--- config.mk ---
export PLATFORM = sky130hd
export DESIGN_NAME = twisted_pair_link_monitor
export DESIGN_NICKNAME = d
export VERILOG_FILES = /design/src/tp_link_pkg.sv /design/src/link_pulse_gen.sv /design/src/twisted_pair_link_monitor.sv
export VERILOG_INCLUDE_DIRS = /design/src
export SDC_FILE = /design/constraint.sdc
export NUM_CORES = 1
export LEC_CHECK = 0
export BUFFER_PORTS_ARGS = -buffer_cell sky130_fd_sc_hd__buf_2
export CAP_MARGIN = 20
export CORE_MARGIN = 3
export CORE_UTILIZATION = 55
export DETAILED_ROUTE_END_ITERATION = 6
export HOLD_SLACK_MARGIN = 0.15
export PLACE_DENSITY = 0.72
export SYNTH_ARGS = -nofsm -noshare
export SYNTH_HDL_FRONTEND = slang
export SYNTH_HIERARCHICAL = 1
export SYNTH_SLANG_ARGS = --single-unit
--- constraint.sdc ---
create_clock -name sys_clk -period 2.2 [get_ports sys_clk]
set_clock_uncertainty 0.2 [all_clocks]
set_input_delay 0.11 -clock sys_clk [delete_from_list [all_inputs] [get_ports sys_clk]]
set_output_delay 0.11 -clock sys_clk [all_outputs]
set_load 0.01 [all_outputs]
--- src/tp_link_defines.svh ---
// Timing constants and polarity thresholds for the twisted-pair link monitor.
// Assumes a 125 MHz system clock (8 ns period).
`ifndef TP_LINK_DEFINES_SVH
`define TP_LINK_DEFINES_SVH

// ==========================================================
// Clock
// ==========================================================
`define CLK_PERIOD_PS        8000

// ==========================================================
// Link test pulse timing
// ==========================================================
`define PULSE_WIDTH_NS       100
// Least time: round up
`define PULSE_WIDTH_CYC      ((`PULSE_WIDTH_NS * 1000 + `CLK_PERIOD_PS - 1) / `CLK_PERIOD_PS)
`define PULSE_INTERVAL_MS    16
`define PULSE_INTERVAL_CYC   ((`PULSE_INTERVAL_MS * 64'd1000000000) / `CLK_PERIOD_PS)

// ==========================================================
// Link loss timeout
// ==========================================================
`define LINK_TIMEOUT_MS      100
`define LINK_TIMEOUT_CYC     ((`LINK_TIMEOUT_MS * 64'd1000000000) / `CLK_PERIOD_PS)

// ==========================================================
// Polarity thresholds
// ==========================================================
`define INV_FRAME_LIMIT      2
`define INV_PULSE_LIMIT      6

`endif

--- src/tp_link_pkg.sv ---
// Types for the twisted-pair link monitor.
// No assumptions beyond a SystemVerilog compiler.
package tp_link_pkg;

  // ========================================================
  // Polarity monitor states
  // ========================================================
  typedef enum logic [1:0] {
    POL_MONITOR,
    POL_GOOD,
    POL_CORRECTED
  } pol_state_t;

endpackage : tp_link_pkg

--- src/link_pulse_gen.sv ---
// Idle link test pulse generator.
// Assumes the caller holds idleEn high whenever no frame data is sent.
`timescale 1ns/100ps
`default_nettype none
`include "tp_link_defines.svh"

module link_pulse_gen #(
  parameter int unsigned INTERVAL_CYC = 32'(`PULSE_INTERVAL_CYC),
  parameter int unsigned WIDTH_CYC    = 32'(`PULSE_WIDTH_CYC)
) (
  // Clock and reset
  input  wire logic sys_clk,
  input  wire logic rst_n,
  // Control
  input  wire logic idleEn,
  // Pulse out
  output var  logic linkPulse
);

  logic [31:0] cnt_reg;
  logic [31:0] cnt_next;
  logic        pulse_reg;
  logic        pulse_next;

  // ========================================================
  // Interval counter
  // ========================================================
  always_comb begin
    cnt_next   = cnt_reg;
    pulse_next = 1'b0;
    if (!idleEn) begin
      cnt_next = 32'h0;
    end else begin
      // RQ1 periodic pulse timing
      if (cnt_reg >= INTERVAL_CYC - 32'h1) begin
        cnt_next = 32'h0;
      end else begin
        cnt_next = cnt_reg + 32'h1;
      end
      pulse_next = (cnt_reg < WIDTH_CYC);
    end
  end

  always_ff @(posedge sys_clk) begin
    if (!rst_n) begin
      cnt_reg   <= 32'h0;
      pulse_reg <= 1'b0;
    end else begin
      cnt_reg   <= cnt_next;
      pulse_reg <= pulse_next;
    end
  end

  assign linkPulse = pulse_reg;

endmodule : link_pulse_gen
`default_nettype wire

--- src/twisted_pair_link_monitor.sv ---
// Per-port 10BASE-T link integrity and autopolarity monitor.
// Assumes receive events are decoded upstream as one-cycle pulses.
// Functional notes
// RQ1 - Send idle link pulses when not transmitting
// RQ2 - Drop link after inactivity timeout
// RQ3 - Block transmit and receive without link
// RQ4 - Activity restores link and restarts timer
// RQ5 - Monitor polarity only at reset or linkless
// RQ6 - One normal frame marks polarity good
// RQ7 - Two inverted frames or six pulses correct
// RQ8 - Correction stops monitoring until link loss
// RQ9 - Correction inverts the received line signal
// RQ10 - Inverted pulses count toward correction
// RQ11 - No external polarity indicator exists
// RQ12 - Reset clears link, correction; starts monitoring
`timescale 1ns/100ps
`default_nettype none
`include "tp_link_defines.svh"

module twisted_pair_link_monitor
  import tp_link_pkg::*;
#(
  parameter int unsigned LINK_TIMEOUT = 32'(`LINK_TIMEOUT_CYC),
  parameter int unsigned PULSE_PERIOD = 32'(`PULSE_INTERVAL_CYC),
  parameter int unsigned PULSE_WIDTH  = 32'(`PULSE_WIDTH_CYC)
) (
  // Clock and reset
  input  wire logic sys_clk,
  input  wire logic rst_n,
  // Repeater core transmit side
  input  wire logic txValid,
  input  wire logic txData,
  // Transmit pair
  output var  logic txLineEn,
  output var  logic txLine,
  // Receive pair: line and activity levels, plus one-cycle event pulses from the line decoder
  input  wire logic rxLine,
  input  wire logic rxLinePulse,
  input  wire logic rxLinePulseInv,
  input  wire logic rxFrameEnd,
  input  wire logic rxFrameInv,
  input  wire logic rxActive,
  // Repeater core receive side
  output var  logic rxValid,
  output var  logic rxData,
  // Status
  output var  logic linkUp,
  output var  logic linkLed
);
  import tp_link_pkg::*;

  logic        link_reg;
  logic        link_next;
  logic [31:0] idle_reg;
  logic [31:0] idle_next;
  pol_state_t  pol_reg;
  pol_state_t  pol_next;
  logic [1:0]  invFrm_reg;
  logic [1:0]  invFrm_next;
  logic [2:0]  invPls_reg;
  logic [2:0]  invPls_next;
  logic        txEn_reg;
  logic        txEn_next;
  logic        txLine_reg;
  logic        txLine_next;
  logic        rxValid_reg;
  logic        rxValid_next;
  logic        rxData_reg;
  logic        rxData_next;
  logic        linkPulse;
  logic        activity;
  logic        correct;
  logic        txGate;

  // RQ4 any activity
  assign activity = rxActive | rxLinePulse | rxLinePulseInv
                  | rxFrameEnd;
  assign correct  = (pol_reg == POL_CORRECTED);
  // RQ3 frame data only with link
  assign txGate   = txValid & link_reg;

  // ========================================================
  // Idle pulse generator
  // ========================================================
  // RQ1 idle pattern when not sending
  // Pulses keep running while link is down, so the far end
  // can still find us and bring the link back
  link_pulse_gen #(
    .INTERVAL_CYC (PULSE_PERIOD),
    .WIDTH_CYC    (PULSE_WIDTH)
  ) u_pulse (
    .sys_clk   (sys_clk),
    .rst_n     (rst_n),
    .idleEn    (~txGate),
    .linkPulse (linkPulse)
  );

  // ========================================================
  // Link integrity
  // ========================================================
  // Counter parks one below the limit while link is down,
  // so the next activity restarts a full timeout
  always_comb begin
    link_next = link_reg;
    idle_next = idle_reg;
    if (activity) begin
      // RQ4 restore and restart
      link_next = 1'b1;
      idle_next = 32'h0;
    end else if (idle_reg >= LINK_TIMEOUT - 32'h1) begin
      // RQ2 timeout drops link
      link_next = 1'b0;
    end else begin
      idle_next = idle_reg + 32'h1;
    end
  end

  // ========================================================
  // Polarity detection
  // ========================================================
  always_comb begin
    pol_next    = pol_reg;
    invFrm_next = invFrm_reg;
    invPls_next = invPls_reg;
    case (pol_reg)
      POL_MONITOR: begin
        if (rxFrameEnd && !rxFrameInv) begin
          // RQ6 normal frame good
          pol_next    = POL_GOOD;
          invFrm_next = 2'h0;
          invPls_next = 3'h0;
        end else begin
          // A frame ends a run of inverted pulses unless an inverted pulse in the same cycle extends it
          if (rxFrameEnd) begin
            invFrm_next = invFrm_reg + 2'h1;
            invPls_next = 3'h0;
          end
          // RQ10 inverted pulses count
          if (rxLinePulseInv) begin
            invPls_next = invPls_reg + 3'h1;
          end else if (rxLinePulse) begin
            invPls_next = 3'h0;
          end
          // Thresholds look at the next counts, so the final
          // pulse or frame switches correction at once
          // RQ7 correction thresholds
          if (invFrm_next >= 2'(`INV_FRAME_LIMIT) ||
              invPls_next >= 3'(`INV_PULSE_LIMIT)) begin
            pol_next = POL_CORRECTED;
          end
        end
      end
      POL_GOOD, POL_CORRECTED: begin
        // RQ8 resume only on link loss
        if (!link_reg) begin
          pol_next    = POL_MONITOR;
          invFrm_next = 2'h0;
          invPls_next = 3'h0;
        end
      end
      default: pol_next = POL_MONITOR;
    endcase
    // RQ5 monitor only when linkless
    // Link loss reopens monitoring from any verdict
    if (!link_reg && pol_reg != POL_MONITOR) begin
      pol_next = POL_MONITOR;
    end
  end

  // ========================================================
  // Data paths
  // ========================================================
  always_comb begin
    // RQ3 transmit gated by link
    // Data wins over a pulse still draining from the generator
    txEn_next   = txGate | linkPulse;
    txLine_next = txGate ? txData : linkPulse;
    // RQ3 receive gated by link
    rxValid_next = link_reg & rxActive;
    // rxData runs freely; rxValid alone marks it forwarded
    // RQ9 internal inversion
    rxData_next  = rxLine ^ correct;
  end

  // ========================================================
  // Registers
  // ========================================================
  always_ff @(posedge sys_clk) begin
    if (!rst_n) begin
      // RQ12 reset state
      link_reg    <= 1'b0;
      idle_reg    <= 32'h0;
      pol_reg     <= POL_MONITOR;
      invFrm_reg  <= 2'h0;
      invPls_reg  <= 3'h0;
      txEn_reg    <= 1'b0;
      txLine_reg  <= 1'b0;
      rxValid_reg <= 1'b0;
      rxData_reg  <= 1'b0;
    end else begin
      link_reg    <= link_next;
      idle_reg    <= idle_next;
      pol_reg     <= pol_next;
      invFrm_reg  <= invFrm_next;
      invPls_reg  <= invPls_next;
      txEn_reg    <= txEn_next;
      txLine_reg  <= txLine_next;
      rxValid_reg <= rxValid_next;
      rxData_reg  <= rxData_next;
    end
  end

  // ========================================================
  // Outputs
  // ========================================================
  // RQ11 polarity state kept internal
  assign txLineEn = txEn_reg;
  assign txLine   = txLine_reg;
  assign rxValid  = rxValid_reg;
  assign rxData   = rxData_reg;
  assign linkUp   = link_reg;
  // RQ2 indicator follows link status
  assign linkLed  = link_reg;

endmodule : twisted_pair_link_monitor
`default_nettype wire
Word-level counts from Yosys, hierarchy flattened --
Index checks and enable logic that the tools add are counted.
Cells by class: $add $sub $neg 4, multipliers 0, div/mod/pow operators 0, magnitude comparators 5, equality and inequality tests 4, shift-type cells 0, multiplexer cells 20, bitwise gates (word level) 8, reductions and logical operators 16
Operators by type and width (number):
- adder 32 x 1 -> 32 bit (second input constant) | 2
- >= comparator 32 x 21 -> 1 bit (second input constant) | 1
- >= comparator 32 x 24 -> 1 bit (second input constant) | 1
- less-than comparator 32 x 4 -> 1 bit (second input constant) | 1
- two-way mux 3 bit | 7
- two-way mux 2 bit | 7
- case mux 2 bit (2 select lines) | 2
- OR reduction 2 bit | 4
- case mux 3 bit (2 select lines) | 1
- nonzero test 2 bit | 3
- OR 1 bit | 4
- AND reduction 2 bit | 2
- adder 3 x 1 -> 3 bit (second input constant) | 1
- >= comparator 3 bit (second input constant) | 1
- two-way mux 1 bit | 3
- inequality test 3 bit (second input constant) | 1
- OR reduction 3 bit | 1
- adder 2 x 1 -> 2 bit (second input constant) | 1
- AND 1 bit | 2
- equality test 2 x 1 -> 1 bit (second input constant) | 1
- equality test 2 bit (second input constant) | 1
- >= comparator 2 bit (second input constant) | 1
- logical AND 1 bit | 2
- logical NOT 1 bit | 2
- 5 further kinds | 5
Storage, ports and cells: bits in registers 77, latch bits 0, memory bits (writable) 0, memory bits (read-only) 0, input bits 10, output and inout port bits 6, memories kept 0

Longest topological paths before layout --
word-level depth 10, mapped depth 8

Hierarchy --
The synthesis kept the hierarchy.
Modules (own cells, without submodules):
- twisted_pair_link_monitor | instances 1, cells each 260, area an instance 2237.1 µm², sequential area each 880.8 µm²
- link_pulse_gen | instances 1, cells each 137, area an instance 1417.6 µm², sequential area each 660.6 µm²

Worst setup path before layout --
Ideal clock, no wire load.
path kind register to register, start point reg idle_reg[0], end point reg idle_reg[7], arrival time 1.627 ns, required time 1.928 ns, path slack 0.300 ns, stages on the path, launching flop included 7, path through dfxtp_1 -> ha_1 -> nand4_1 -> a21o_1 -> a21boi_2 -> or4_2 -> a21oi_1
On the way: longest elaborated chain between the ends 1, elaborated cells between the ends (all ways) 2, those cells by class add/sub (1); order compare (1)
RTL lines:
- start: declaration | RTL line twisted_pair_link_monitor.sv:54 | logic [31:0] idle_reg;
- start signal: assignment | RTL line twisted_pair_link_monitor.sv:202 | idle_reg <= idle_next;
- adder 32 x 1 -> 32 bit or >= comparator 32 x 24 -> 1 bit (tied branches) | RTL line twisted_pair_link_monitor.sv:114, twisted_pair_link_monitor.sv:110
Several ways; a longest one is shown, not always the timed one. A chain may end at the register's enable or synchronous reset.

Worst setup path after layout --
start point reg idle_reg[6], end point reg idle_reg[7]
The elaborated chain is that of the path after synthesis.

==> metrics.txt <==
Detailed Route WL 7.526 mm; async set-reset flop share out of synthesis 0%; Die Area 7659 µm²; met3 Use GR 4.068%; Reg2Reg Depth 5; Mean Syn Cell Area 9.206 µm²; vias 3041; FF-to-FF End idle_reg[7]; pin count of the biggest net entering global routing 26; Synth top area share 42.18%; CP Class reg2reg; Yosys cell types 58; ANT cells 0; kind of start point of the critical path flip-flop; CP endpoint kind flip-flop; initial antenna violation count 0; CTS buffer count 9; Util after Layout 67.61%; CP Cell Sequence nor3_1 -> a21o_4 -> a21boi_4 -> or4_2 -> a21oi_1; Root Buffer clkbuf_8; CTS tree yes; DR iter-0 viols 66; Slew Limit Fails 0; sink of the worst hold path idle_reg[26]; drt wl/cell 14.23 µm; Hold WC Path Type reg2reg; top area cells in the synthesized netlist dfxtp_1 (42%), nand2_1 (3.8%), a21oi_1 (3.1%); R2R setup slack 0.11 ns; core area 6386 µm²; Post-synth EDFFs 0; I/O Pins 16; Post-synth top flop dfxtp_1; DRC 0; vias in the first global route 3003; final hold slack 0.2916 ns; Final Hold Vio Count 0; fin crit share 95.08%; worst path required time 2.28 ns; Highest Clock Rate 478.1 MHz; CTS Sinks 77; Via density 5.749; Synth-to-Final Area Change 18.14%; Max clock buf depth 2; layout cells sized above 1 19.03%; sequential share of the synthesized area 42.18%; fill count 518; leakage power total 1.561 nW; WP data arrival 2.17 ns; Final Wtd Congestion 0.7809; pre-CTS WS 0.02043 ns; Worst path max stage delay 0.68 ns; crit-path max FO 13; Peak VDD IR 0.5334 mV; final setup margin 0.1083 ns; std cell rows 29; worst r2r src idle_reg[6]; Pwr Density 704.8 nW/µm²; Final setup violation count 0; DP HPWL 4.997 mm; Max H-tree Level 3; hold path cells 1; CTS clock-pin slew for the worst setup and hold paths 0.09 ns; first-pass GRT wire length 13.05 mm; max_cap viols 0; leading area contributor after synthesis dfxtp_1; worst-margin pin slew 0.5399 ns; Pwr Total 3.043 mW; FF+latch count, synth 77; GRT Util Overall 21.02%; Worst slew margin 63.88%; Die Y 87.52 µm; met2 Usage GRT 36.03%; crit path launch idle_reg[6]; ANT nets after route 0; DRT Pass-1 Iters 4; grt ovf 0; Syn Inst Count 397; Final nets 464; die width 87.52 µm; met1 Use GR 26.24%; HP Start idle_reg[26]; post-synthesis cell area 3655 µm²; Port Buf Inserts 15; GRT busiest layer met2; clock insertion delay at the later pin of the skew report 0.35 ns; commonest cells after routing, fill and taps aside dfxtp_1 (77), nand2_1 (37), a21oi_1 (22), nand3_1 (17); sum of negative setup slack 0 ns; Yosys Warn Count 6; commonest non-fill, non-tap cell in the layout dfxtp_1; fin crit period 2.092 ns; Critical-path top delay cell or4_2; Initial Util 57.23%; status completed
## final cells by class
cell class	count	area, µm²	area share [%]
multi-input combinational	302	2053	47.55
inverter	12	45.04	1.043
tap	77	96.34	2.231
clock buffer	9	123.9	2.869
timing repair buffer	46	345.3	7.998
sequential	77	1541	35.70
clock inverter	6	112.6	2.608
## worst max-delay path: cells and delay by family, from the launching register on
family	cells	cell delay, ns
DFF	1	0.35
and+or+nand+nor	2	1.00
AOI/OAI and AO/OA	3	0.49
## synthesized netlist by cell type (4+ instances only)
cell,count
nor3_2,10
nand4_1,11
and2_1,6
clkbuf_1,6
or3_1,4
or4_1,13
nand3_2,4
a21boi_0,4
xor2_1,9
nand2b_1,7
a21oi_1,23
nand3_1,17
o21ai_0,10
nor2b_1,6
xnor2_1,9
nand2_1,37
inv_1,12
nor4_1,10
o31ai_1,12
mux2i_1,7
ha_1,6
buf_6,4
dfxtp_1,77
and3_1,13
nor3_1,16
nor2_1,14
## worst max-delay path by stage
stage                   endpoint  slack (ns)  cells after the start
global route        idle_reg[21]      -0.003                      8
detailed placement   idle_reg[7]        0.02                      7
CTS                  idle_reg[7]        0.03                      6
global placement     idle_reg[7]        0.09                      7
floorplan            idle_reg[7]        0.30                      6
finish               idle_reg[7]        0.11                      5
## routing by layer
layer	vias up	part of all wire, %
met5	-	0
met4	0	1.3
met3	9	2.6
met2	43	50
met1	1436	46
li1	1553	-
## per-stage QoR
stage	std cells	cell area, µm²
2_1_floorplan	407	3692
3_3_place_gp	498	3870
3_5_place_dp	498	3870
4_1_cts	527	4257
5_1_grt	529	4318
6_report	529	4318
## report_power, final
| part | switching, mW | internal [mW] |
|---|---|---|
| Combinational | 0.167 | 0.148 |
| Sequential | 0.0231 | 1.44 |
| Clock | 0.520 | 0.749 |
| Total | 0.711 | 2.33 |
## logic make-up (layout without fill, tap and decap cells)
kind of cell / after synthesis / after routing / synth area share [%]
XOR/XNOR: 18 / 18 / 4.314
AND/OR/NAND/NOR: 188 / 188 / 32.01
buffers and inverters: 29 / 73 / 4.347
AO/OA/AOI/OAI: 71 / 72 / 13.08
flip-flops: 77 / 77 / 42.18
adder cells (fa/ha/maj): 6 / 6 / 2.054
other: 1 / 11 / 0.1026
multiplexers: 7 / 7 / 1.917
## timing repair
action / CTS / global route
hold buffers: 15 / 0
cloned: 0 / 1
endpoints found under the hold margin: 22 / 0
buffers inserted: 0 / 1
pin swaps: 0 / 1
setup endpoints to repair: 1 / 20
gates resized for setup: 1 / 9
Power figures use the tool's default switching activity.
